[config.mk]
export PLATFORM = sky130hd
export DESIGN_NAME = bbbus_master
export DESIGN_NICKNAME = d
export VERILOG_FILES = /design/src/rtl/bbbus_pkg.sv /design/src/rtl/bbbus_sync.sv /design/src/rtl/bbbus_master.sv
export SDC_FILE = /design/constraint.sdc
export NUM_CORES = 1
export LEC_CHECK = 0
export ABC_AREA = 1
export BUFFER_PORTS_ARGS = -buffer_cell sky130_fd_sc_hd__buf_2
export CORE_AREA = 3 3 120 122
export CTS_BUF_LIST = sky130_fd_sc_hd__clkbuf_4
export CTS_CLUSTER_DIAMETER = 80
export DETAILED_ROUTE_END_ITERATION = 12
export DIE_AREA = 0 0 123 125
export PLACE_DENSITY = 0.6
export SYNTH_ARGS = -nofsm -noshare
export SYNTH_HDL_FRONTEND = slang
export SYNTH_HIERARCHICAL = 1
export SYNTH_SLANG_ARGS = --single-unit
[constraint.sdc]
create_clock -name clk_in -period 2.82 [get_ports clk_in]
set_input_delay 0.705 -clock clk_in [delete_from_list [all_inputs] [get_ports clk_in]]
set_output_delay 0.705 -clock clk_in [all_outputs]
set_load 0.005 [all_outputs]
[src/rtl/bbbus_pkg.sv]
package bbbus_pkg;

    localparam int DATA_W = 8;
    localparam int ADDR_W = 16;
    localparam int EXT_W = 8;

    // timing of one machine cycle, in ns as specified, then in clock cycles
    localparam int CLK_PERIOD_PS = 4000;
    localparam int SYNC_NS = 20;
    localparam int SETUP_NS = 20;
    localparam int STROBE_NS = 100;
    localparam int RELEASE_NS = 20;

    function automatic int ns_to_cyc(input int ns);
        int c;
        c = (ns * 1000 + CLK_PERIOD_PS - 1) / CLK_PERIOD_PS;
        return (c < 1) ? 1 : c;
    endfunction

    localparam int SYNC_CYC = ns_to_cyc(SYNC_NS);
    localparam int SETUP_CYC = ns_to_cyc(SETUP_NS);
    localparam int STROBE_CYC = ns_to_cyc(STROBE_NS);
    localparam int RELEASE_CYC = ns_to_cyc(RELEASE_NS);
    localparam int CNT_W = 8;

    // cycle kinds
    typedef enum logic [1:0] {
        BBBUS_READ = 2'h0,
        BBBUS_WRITE = 2'h1,
        BBBUS_REFRESH = 2'h2,
        BBBUS_IRQ_ACK = 2'h3
    } bbbus_kind_t;

    // gray along idle, sync, setup, strobe, release
    typedef enum logic [2:0] {
        BBBUS_IDLE = 3'h0,
        BBBUS_SYNC = 3'h1,
        BBBUS_SETUP = 3'h3,
        BBBUS_STROBE = 3'h2,
        BBBUS_RELEASE = 3'h6,
        BBBUS_FLOAT = 3'h4
    } bbbus_state_t;

    typedef struct packed {
        bbbus_kind_t kind;
        logic is_io;
        logic fetch;
        logic expand;
        logic [EXT_W-1:0] ext_addr;
        logic [ADDR_W-1:0] addr;
        logic [DATA_W-1:0] wdata;
    } bbbus_req_t;

endpackage

[src/rtl/bbbus_sync.sv]
`timescale 1ns/1ps
module bbbus_sync #(
    parameter int WIDTH = 1,
    parameter logic [WIDTH-1:0] RESET_VAL = '0
) (
    // clock and reset
    input wire logic clk_in,
    input wire logic reset_n_in,
    // level from another domain
    input wire logic [WIDTH-1:0] async_in,
    output logic [WIDTH-1:0] sync_out
);

    logic [WIDTH-1:0] stage1_ff;

    // stage1_ff feeds only the second stage
    always_ff @(posedge clk_in) begin
        if (!reset_n_in) begin
            stage1_ff <= RESET_VAL;
            sync_out <= RESET_VAL;
        end else begin
            stage1_ff <= async_in;
            sync_out <= stage1_ff;
        end
    end

endmodule

[src/rtl/bbbus_master.sv]
`timescale 1ns/1ps
// Function
// - master sets data direction from strobes, acknowledge
// - data drivers float whenever bus unused
// - float data bus while bus request asserted; here only between machine cycles
// - drive address; float it under bus request; here only between machine cycles
// - memory or I/O request marks address space
// - sync pulse frames extended address on data
// - drive both strobes, requests, expansion lines
// - write strobe marks valid data on bus
// - special cycles are not ordinary data accesses
// - refresh line triggers dynamic memory refresh
// - one sync pulse starts each machine cycle
// - status 1 marks instruction fetch cycles
// - status 0 gives extra processor timing; here status0_n_out carries the write direction instead
// - direction indicator high read, low write
// - selects stable before read or write strobe
module bbbus_master (
    // clock and reset
    input wire logic clk_in,
    input wire logic reset_n_in,
    // user request
    input wire logic req_valid_in,
    input wire bbbus_pkg::bbbus_req_t req_in,
    output logic req_ready_out,
    output logic done_out,
    output logic [bbbus_pkg::DATA_W-1:0] rdata_out,
    output logic bus_granted_out,
    output logic supply_fail_out,
    // backplane data bus
    input wire logic [bbbus_pkg::DATA_W-1:0] data_in,
    output logic [bbbus_pkg::DATA_W-1:0] data_out,
    output logic data_oe_out,
    // backplane address bus
    output logic [bbbus_pkg::ADDR_W-1:0] addr_out,
    output logic addr_oe_out,
    // backplane control lines, shared enable
    output logic ctl_oe_out,
    output logic wr_n_out,
    output logic rd_n_out,
    output logic io_select_n_out,
    output logic mem_select_n_out,
    output logic io_space_expand_out,
    output logic mem_space_expand_out,
    output logic refresh_n_out,
    output logic cycle_sync_n_out,
    output logic fetch_cycle_n_out,
    output logic status0_n_out,
    output logic irq_ack_n_out,
    // backplane inputs
    input wire logic bus_request_n_in,
    input wire logic supply_fail_n_in
);

    localparam logic [bbbus_pkg::CNT_W-1:0] SYNC_LD = bbbus_pkg::CNT_W'(bbbus_pkg::SYNC_CYC - 1);
    localparam logic [bbbus_pkg::CNT_W-1:0] SETUP_LD = bbbus_pkg::CNT_W'(bbbus_pkg::SETUP_CYC - 1);
    localparam logic [bbbus_pkg::CNT_W-1:0] STROBE_LD = bbbus_pkg::CNT_W'(bbbus_pkg::STROBE_CYC - 1);
    localparam logic [bbbus_pkg::CNT_W-1:0] RELEASE_LD = bbbus_pkg::CNT_W'(bbbus_pkg::RELEASE_CYC - 1);

    logic bus_request_n_s;
    logic supply_fail_n_s;
    logic [bbbus_pkg::DATA_W-1:0] data_s;

    bbbus_sync #(.WIDTH(2), .RESET_VAL(2'h3)) u_ctl_sync (
        .clk_in(clk_in),
        .reset_n_in(reset_n_in),
        .async_in({bus_request_n_in, supply_fail_n_in}),
        .sync_out({bus_request_n_s, supply_fail_n_s})
    );

    // read data is held stable for the whole strobe, so a plain per-bit sync is safe
    bbbus_sync #(.WIDTH(bbbus_pkg::DATA_W), .RESET_VAL(8'h00)) u_data_sync (
        .clk_in(clk_in),
        .reset_n_in(reset_n_in),
        .async_in(data_in),
        .sync_out(data_s)
    );

    bbbus_pkg::bbbus_state_t state_ff, nxt_state;
    logic [bbbus_pkg::CNT_W-1:0] cnt_ff, nxt_cnt;
    bbbus_pkg::bbbus_req_t req_ff, nxt_req;
    logic accept;
    logic cnt_zero;
    logic in_cycle;
    logic is_rd, is_wr, is_ref, is_ack;

    assign accept = req_valid_in && req_ready_out;
    assign cnt_zero = (cnt_ff == '0);

    always_comb begin
        nxt_state = state_ff;
        nxt_cnt = cnt_zero ? cnt_ff : cnt_ff - 1'b1;
        nxt_req = accept ? req_in : req_ff;
        case (state_ff)
            bbbus_pkg::BBBUS_IDLE: begin
                // bus request is honoured only between machine cycles
                if (accept) begin
                    nxt_state = bbbus_pkg::BBBUS_SYNC;
                    nxt_cnt = SYNC_LD;
                end else if (!bus_request_n_s) begin
                    nxt_state = bbbus_pkg::BBBUS_FLOAT;
                end
            end
            bbbus_pkg::BBBUS_SYNC: begin
                if (cnt_zero) begin
                    nxt_state = bbbus_pkg::BBBUS_SETUP;
                    nxt_cnt = SETUP_LD;
                end
            end
            bbbus_pkg::BBBUS_SETUP: begin
                if (cnt_zero) begin
                    nxt_state = bbbus_pkg::BBBUS_STROBE;
                    nxt_cnt = STROBE_LD;
                end
            end
            bbbus_pkg::BBBUS_STROBE: begin
                if (cnt_zero) begin
                    nxt_state = bbbus_pkg::BBBUS_RELEASE;
                    nxt_cnt = RELEASE_LD;
                end
            end
            bbbus_pkg::BBBUS_RELEASE: begin
                if (cnt_zero) begin
                    nxt_state = bbbus_pkg::BBBUS_IDLE;
                end
            end
            bbbus_pkg::BBBUS_FLOAT: begin
                if (bus_request_n_s) begin
                    nxt_state = bbbus_pkg::BBBUS_IDLE;
                end
            end
            default: begin
                nxt_state = bbbus_pkg::BBBUS_IDLE;
            end
        endcase
    end

    assign in_cycle = (nxt_state != bbbus_pkg::BBBUS_IDLE) && (nxt_state != bbbus_pkg::BBBUS_FLOAT);
    assign is_rd = (nxt_req.kind == bbbus_pkg::BBBUS_READ);
    assign is_wr = (nxt_req.kind == bbbus_pkg::BBBUS_WRITE);
    assign is_ref = (nxt_req.kind == bbbus_pkg::BBBUS_REFRESH);
    assign is_ack = (nxt_req.kind == bbbus_pkg::BBBUS_IRQ_ACK);

    always_ff @(posedge clk_in) begin
        if (!reset_n_in) begin
            state_ff <= bbbus_pkg::BBBUS_IDLE;
            cnt_ff <= '0;
            req_ff <= '0;
        end else begin
            state_ff <= nxt_state;
            cnt_ff <= nxt_cnt;
            req_ff <= nxt_req;
        end
    end

    // user side handshake and status
    always_ff @(posedge clk_in) begin
        if (!reset_n_in) begin
            req_ready_out <= 1'b0;
            done_out <= 1'b0;
            bus_granted_out <= 1'b0;
            supply_fail_out <= 1'b0;
        end else begin
            // new cycles are refused while the logic supply is low
            req_ready_out <= (nxt_state == bbbus_pkg::BBBUS_IDLE) && supply_fail_n_s;
            done_out <= (state_ff == bbbus_pkg::BBBUS_RELEASE) && (nxt_state == bbbus_pkg::BBBUS_IDLE);
            bus_granted_out <= (nxt_state == bbbus_pkg::BBBUS_FLOAT);
            supply_fail_out <= !supply_fail_n_s;
        end
    end

    // read and acknowledge data: the synced copy lags the pins by two edges, so it is
    // taken on the last strobe cycle while the slave still drives
    always_ff @(posedge clk_in) begin
        if (!reset_n_in) begin
            rdata_out <= '0;
        end else if (state_ff == bbbus_pkg::BBBUS_STROBE && cnt_zero &&
                     (req_ff.kind == bbbus_pkg::BBBUS_READ || req_ff.kind == bbbus_pkg::BBBUS_IRQ_ACK)) begin
            rdata_out <= data_s;
        end
    end

    // data bus: extended address during sync, write data afterwards, else floating
    always_ff @(posedge clk_in) begin
        if (!reset_n_in) begin
            data_out <= '0;
            data_oe_out <= 1'b0;
        end else if (nxt_state == bbbus_pkg::BBBUS_SYNC) begin
            data_out <= nxt_req.ext_addr;
            data_oe_out <= 1'b1;
        end else if (in_cycle && is_wr) begin
            data_out <= nxt_req.wdata;
            data_oe_out <= 1'b1;
        end else begin
            data_out <= '0;
            data_oe_out <= 1'b0;
        end
    end

    // address and control are owned between cycles, released only to a temporary master
    always_ff @(posedge clk_in) begin
        if (!reset_n_in) begin
            addr_out <= '0;
            addr_oe_out <= 1'b0;
            ctl_oe_out <= 1'b0;
        end else begin
            addr_out <= in_cycle ? nxt_req.addr : '0;
            addr_oe_out <= (nxt_state != bbbus_pkg::BBBUS_FLOAT);
            ctl_oe_out <= (nxt_state != bbbus_pkg::BBBUS_FLOAT);
        end
    end

    // selects span sync to release so the strobe sits inside them
    always_ff @(posedge clk_in) begin
        if (!reset_n_in) begin
            io_select_n_out <= 1'b1;
            mem_select_n_out <= 1'b1;
            io_space_expand_out <= 1'b0;
            mem_space_expand_out <= 1'b0;
        end else begin
            // acknowledge always uses the I/O request line, whatever is_io says
            io_select_n_out <= !(in_cycle && (nxt_req.is_io || is_ack) && !is_ref);
            mem_select_n_out <= !(in_cycle && !nxt_req.is_io && !is_ack && !is_ref);
            io_space_expand_out <= in_cycle && nxt_req.is_io && nxt_req.expand;
            mem_space_expand_out <= in_cycle && !nxt_req.is_io && nxt_req.expand;
        end
    end

    // read, write and acknowledge strobes only in the strobe phase; refresh in setup and strobe
    always_ff @(posedge clk_in) begin
        if (!reset_n_in) begin
            wr_n_out <= 1'b1;
            rd_n_out <= 1'b1;
            irq_ack_n_out <= 1'b1;
            refresh_n_out <= 1'b1;
        end else begin
            wr_n_out <= !(nxt_state == bbbus_pkg::BBBUS_STROBE && is_wr);
            rd_n_out <= !(nxt_state == bbbus_pkg::BBBUS_STROBE && is_rd);
            irq_ack_n_out <= !(nxt_state == bbbus_pkg::BBBUS_STROBE && is_ack);
            refresh_n_out <= !((nxt_state == bbbus_pkg::BBBUS_SETUP ||
                                nxt_state == bbbus_pkg::BBBUS_STROBE) && is_ref);
        end
    end

    // peripheral timing lines
    always_ff @(posedge clk_in) begin
        if (!reset_n_in) begin
            cycle_sync_n_out <= 1'b1;
            fetch_cycle_n_out <= 1'b1;
            status0_n_out <= 1'b1;
        end else begin
            cycle_sync_n_out <= !(nxt_state == bbbus_pkg::BBBUS_SYNC);
            fetch_cycle_n_out <= !(in_cycle && ((is_rd && nxt_req.fetch) || is_ack));
            // carries read/write direction: high read, low write
            status0_n_out <= !(in_cycle && is_wr);
        end
    end

endmodule

Word-level counts from Yosys, hierarchy flattened
Cells that the tools add are included.
{ "classes": {"n_mul": 0, "add_sub_neg": 1, "mux": 18, "n_div": 0, "eq_ne": 14, "reduce_logical": 46, "n_bitwise": 0, "n_shift": 0, "order_cmp": 0} }
{ "ops": {"columns": ["op", "count"], "rows": [
  ["8-bit two-way mux", 6],
  ["37-bit two-way mux", 1],
  ["8-bit one-hot mux with 3 select lines", 1],
  ["1-bit logical AND", 21],
  ["3-bit two-way mux", 7],
  ["3-bit one-hot mux with 6 select lines", 1],
  ["1-bit logical NOT", 13],
  ["3-bit by 2-bit equality test with 1-bit output (second input constant)", 4],
  ["3-bit equality test (second input constant)", 3],
  ["8-bit logical NOT", 1],
  ["8-bit by 1-bit subtractor with 8-bit output (second input constant)", 1],
  ["2-bit equality test (second input constant)", 3],
  ["3-bit by 1-bit equality test with 1-bit output (second input constant)", 2],
  ["3-bit logical NOT", 2],
  ["2-bit logical NOT", 2],
  ["1-bit logical OR", 4],
  ["3-bit inequality test (second input constant)", 1],
  ["3-bit nonzero test", 1],
  ["2-bit by 1-bit equality test with 1-bit output (second input constant)", 1],
  ["1-bit two-way mux", 2],
  ["2-bit AND reduction", 1],
  ["2-bit OR reduction", 1]
]} }
{ "word_totals": {"input_bits": 50, "out_inout_bits": 50, "latchBits": 0, "memories": 0, "reg_bits": 117, "mem_bits_ro": 0, "elab_cells": 112, "ram_bits": 0} }

Logic depth before layout (Yosys ltp)
{ "depth": {"depth_word": 9, "mapped_depth": 11} }

Hierarchy
The synthesis kept the hierarchy.
{ "by_module_without_submodules": {"columns": ["module", "area_each_um2", "cells_each", "seq_area_each_um2", "n_inst"], "rows": [
  ["bbbus_master", 3427.0, 399, 1941.9, 1],
  ["bbbus_sync (u_data_sync)", 484.2, 50, 320.3, 1],
  ["bbbus_sync (u_ctl_sync)", 110.1, 12, 80.1, 1]
]} }

Worst setup path before layout
No wires, ideal clock.
{ "synth_path": {"kind": "input -> register", "from": "input port req_valid_in", "to": "register wr_n_out", "setup_slack_ps": 1018, "stages": 8, "t_arrival_ps": 1659, "t_required_ps": 2677, "setup_ps": 143, "path_buffers": 1, "cell_sequence": "nand2_2 -> buf_4 -> o21ai_0 -> nand2_1 -> nor2_1 -> nand2_1 -> nor2_1 -> nand3_1"} }
{ "synth_via": {"elab_chain_cells": 6} }
{ "synth_rtl": {"columns": ["element", "line_no", "source"], "rows": [
  ["start, declared", "bbbus_master.sv:23", "input wire logic req_valid_in,"],
  ["1-bit logical AND (*)", "bbbus_master.sv:87", "assign accept = req_valid_in && req_ready_out;"],
  ["3-bit two-way mux", "bbbus_master.sv:97", "if (accept) begin"],
  ["3-bit one-hot mux with 6 select lines", "bbbus_master.sv:94", "case (state_ff)"],
  ["3-bit by 2-bit equality test with 1-bit output", "bbbus_master.sv:237", "wr_n_out <= !(nxt_state == bbbus_pkg::BBBUS_STROBE && is_wr);"],
  ["1-bit logical AND (*)", "bbbus_master.sv:237", null],
  ["1-bit logical NOT (*)", "bbbus_master.sv:237", null],
  ["end signal, assigned", "bbbus_master.sv:237", null],
  ["end, declared", "bbbus_master.sv:39", "output logic wr_n_out,"]
]} }
Mark *: on every way between the ends. The rest lies on a longest branch, timed or not.
A chain may end at the register's enable or synchronous reset.

Final worst setup path
{ "layout_path": {"from": "register cnt_ff[0] (netlist bit)", "to": "register rdata_out[6] (netlist bit)"} }
{ "layout_via": {"elab_chain_cells": 3} }
{ "layout_rtl": {"columns": ["element", "line_no", "source"], "rows": [
  ["start, declared", "bbbus_master.sv:80", "logic [bbbus_pkg::CNT_W-1:0] cnt_ff, nxt_cnt;"],
  ["start signal, assigned", "bbbus_master.sv:151", "cnt_ff <= nxt_cnt;"],
  ["8-bit logical NOT", "bbbus_master.sv:88", "assign cnt_zero = (cnt_ff == '0);"],
  ["1-bit logical AND (2 in a row)", "bbbus_master.sv:177", "end else if (state_ff == bbbus_pkg::BBBUS_STROBE && cnt_zero &&"],
  ["end signal, assigned", "bbbus_master.sv:179", "rdata_out <= data_s;"],
  ["end, declared", "bbbus_master.sv:27", "output logic [bbbus_pkg::DATA_W-1:0] rdata_out,"]
]} }
No other way between the ends.

==> summary.md <==
| Metric | Value |
|---|---|
| Hold buffer count at CTS | 0 |
| Complex-gate fraction of the synthesized area | 6.938% |
| ANT nets after route | 0 |
| Net count after synthesis | between 500 and 600 |
| Wire length per cell | around 12 um |
| Vias in the first global route | between 3k and 4k |
| Initial antenna violation count | 0 |
| Simple-Gate Fraction of Synth Area | a little over a fifth |
| RR Endpoint | rdata_out[6]$_SDFFE_PN0P_ |
| PwrDens | between 700 and 800 mW/mm^2 |
| 1st-iter DRT viols | around 170 |
| Die H | around 130 um |
| IO Pins | 100 |
| CP endpoint kind | register |
| Fraction of the yosys area taken by sequential cells | about three fifths |
| Synthesized area | between 0.004 and 0.005 sq mm |
| DP Cell Count | around 730 |
| R2R Path Start | cnt_ff[0]$_SDFF_PN0_ |
| Primary FF master, synth | dfxtp_1 |
| Outcome | completed |
| Max Slew Vio Count | 0 |
| Setup crit start | cnt_ff[0]$_SDFF_PN0_ |
| FF+latch count, synth | about 120 |
| RD Place Congestion | ~0.8 |
| RSZ-0062 raised after global routing | false |
| Die area | between 0.015 and 0.02 sq mm |
| Syn avg cell area | between 8 and 9 sq um |
| Final cell count without fillers | 760 |
| CTS Buf Count | 17 |
| Place WS | roughly 540 ps |
| Global-route wire length before repair | 14,640 um |
| Core area | about 0.013 sq mm |
| Setup tns final | 0 ps |
| Slew HR | 71.56% |
| PnR worst setup slack | around 900 ps |
| Pin count of the biggest net entering global routing | 37 |
| Arr. time, crit path | about 2300 ps |
| Grt total ovfl | 0 |
| # Max-Cap Violations | 0 |
| WP data required | between 3000 and 4000 ps |
| Final Cycle Share | between 60 and 70% |
| Hold WS | roughly 340 ps |
| Worst-Skew Late Latency | 530 ps |
| Largest family of logic cells by synthesized area | simple AND/OR/NAND/NOR gates |
| Vias/cell | ~4.2 |
| Drt drc | 0 |
| Min cycle time layout | approximately 1900 ps |
| Vias post-DR | roughly 3.2k |
| Clock Path Buffers | 2 |
| CTS clk-pin slew, worst paths | 100 ps |
| Post-synthesis mux area share | around 4.2% |
| Die Wd | roughly 120 um |
| Number of synthesized flops with an enable pin | 0 |
| CP max FO | 16 |
| Overall Global Routing Usage | 12.35% |
| Final hold vios | 0 |
| Critical Path Source Type | register |
| Setup bufs post-CTS | 0 |
| Adder-cell share of the synthesized area | 0.6223% |
| Cell type with the highest aggregate area in the netlist | dfxtp_1 |
| Ratio of cells with drive above 1 in the final layout | 27.05% |
| Peak supply drop | approximately 0.27 mV |
| Worst-margin pin slew | ~430 ps |
| Commonest cells in the netlist | dfxtp_1 (117), nand2_1 (85), nor2_1 (69), inv_1 (50), a21oi_1 (29) |
| Worst Reg2Reg Path Length in Cells | 9 |
| Worst setup path end | rdata_out[6]$_SDFFE_PN0P_ |
| Worst Hold Class | input pin to register |
| Max H-tree Level | 4 |
| CTS sink cnt | 117 |
| Pre-antenna DRT Iters | 4 |
| Final setup violation count | 0 |
| CTS tree | yes |
| Library cells used by synthesis | 28 |
| Row cnt | 42 |
| Root buf cell | clkbuf_4 |
| Synth Instances | 461 |
| Share of the synthesized area in the top cell type | about 58% |
| Clk_skew | 14.50 ps |
| Nets | 623 |
| Static leakage | around 2.5 nW |
| IO Port Bufs | 99 |
| Most frequent cell after synthesis | dfxtp_1 |
| Final WL | 9024 um |
| Max Freq | 0.5215 GHz |
| Area grow syn2layout | 23.18% |
| Setup CP Type | register to register |
| Synth Area in XOR/XNOR | under 10% |
| R2r setup slk | ~900 ps |
| Starting Density | 30.25% |
| # resized after CTS | 0 |
| Hpwl dp | about 6500 um |
| Top cells by area, synth | dfxtp_1 (58%), nand2_1 (7.9%), nor2_1 (6.4%) |
| # diodes | 0 |
| Post-synth ARST share | 0% |
| Yosys warnings | 6 |
report_power, final:
part           internal [mW]  switching, mW  total (mW)
Sequential              1.81         0.0796        1.89
Clock                  0.525          0.639        1.16
Combinational          0.328          0.574       0.902
critical path, cell delays in order, from the launching register on:
cell and delay (ps):
dfxtp_1 330, inv_1 80, ha_1 220, nand2_1 70
nor2_1 220, nand2_2 180, nor2_4 150, nand3_2 250
o21ai_0 260, a21oi_1 60
stage by stage:
step           power, mW  utilization [%]  area, sq um
5_1_grt            4.226            37.26         4954
3_5_place_dp       2.842            35.22         4683
2_1_floorplan      2.592                -         4021
4_1_cts            4.025            37.26         4954
3_3_place_gp       2.816            35.22         4683
6_report           3.958            37.26         4954
logic make-up (layout without fill, tap and decap cells):
logic type,count (synthesis),in the layout
simple gates,197,197
flops,117,117
buf+inv,70,193
compound gates,53,53
mux,17,17
xor+xnor,5,5
fa+ha+maj,2,2
flip-flops by register name, indices dropped and copies added (netlist names), 2 cells and up:
name and flops:
req_ff 37, addr_out 16, cnt_ff 8, data_out 8
rdata_out 8, u_data_sync/stage1_ff 8, u_data_sync/sync_out 8, state_ff 3
u_ctl_sync/stage1_ff 2, u_ctl_sync/sync_out 2
layout make-up:
| type | count | area [sq um] |
|---|---|---|
| inverters | 55 | 206.4 |
| clock inverters | 14 | 135.1 |
| multi-input cells | 274 | 1366 |
| clock buffers | 18 | 135.1 |
| fillers | 1367 | 8342 |
| flip-flops and latches | 117 | 2342 |
| well taps | 176 | 220.2 |
| repair buffers | 106 | 548.0 |
worst min path at each step:
stage,depth (start not counted),slack (ps),to,start
2_1_floorplan,2,380,u_ctl_sync/sync_out[0]$_SDFF_PN1_,u_ctl_sync/stage1_ff[0]$_SDFF_PN1_
3_3_place_gp,2,390,u_ctl_sync/sync_out[0]$_SDFF_PN1_,u_ctl_sync/stage1_ff[0]$_SDFF_PN1_
3_5_place_dp,2,390,u_ctl_sync/sync_out[0]$_SDFF_PN1_,u_ctl_sync/stage1_ff[0]$_SDFF_PN1_
4_1_cts,3,280,u_ctl_sync/stage1_ff[0]$_SDFF_PN1_,supply_fail_n_in
5_1_grt,3,300,u_ctl_sync/stage1_ff[0]$_SDFF_PN1_,supply_fail_n_in
6_report,3,340,u_ctl_sync/stage1_ff[0]$_SDFF_PN1_,supply_fail_n_in
cell usage in the layout (no fill, tap or decap), types with 17 or more instances in the layout:
cell type,n
mux2i_1,17
o21ai_0,21
nor2_1,69
nand3_1,19
buf_2,99
dfxtp_1,117
a21oi_1,29
inv_1,50
nand2_1,85
clkbuf_4,18
routing by layer:
layer,vias to the layer above,wire (um),global-route usage (%)
li1,1655,-,-
met1,1427,3924,14.35
met2,86,4275,19.52
met3,18,638,5.330
met4,0,184,5.798
met5,-,0,0
No activity file was read; power rests on OpenSTA's default activity.
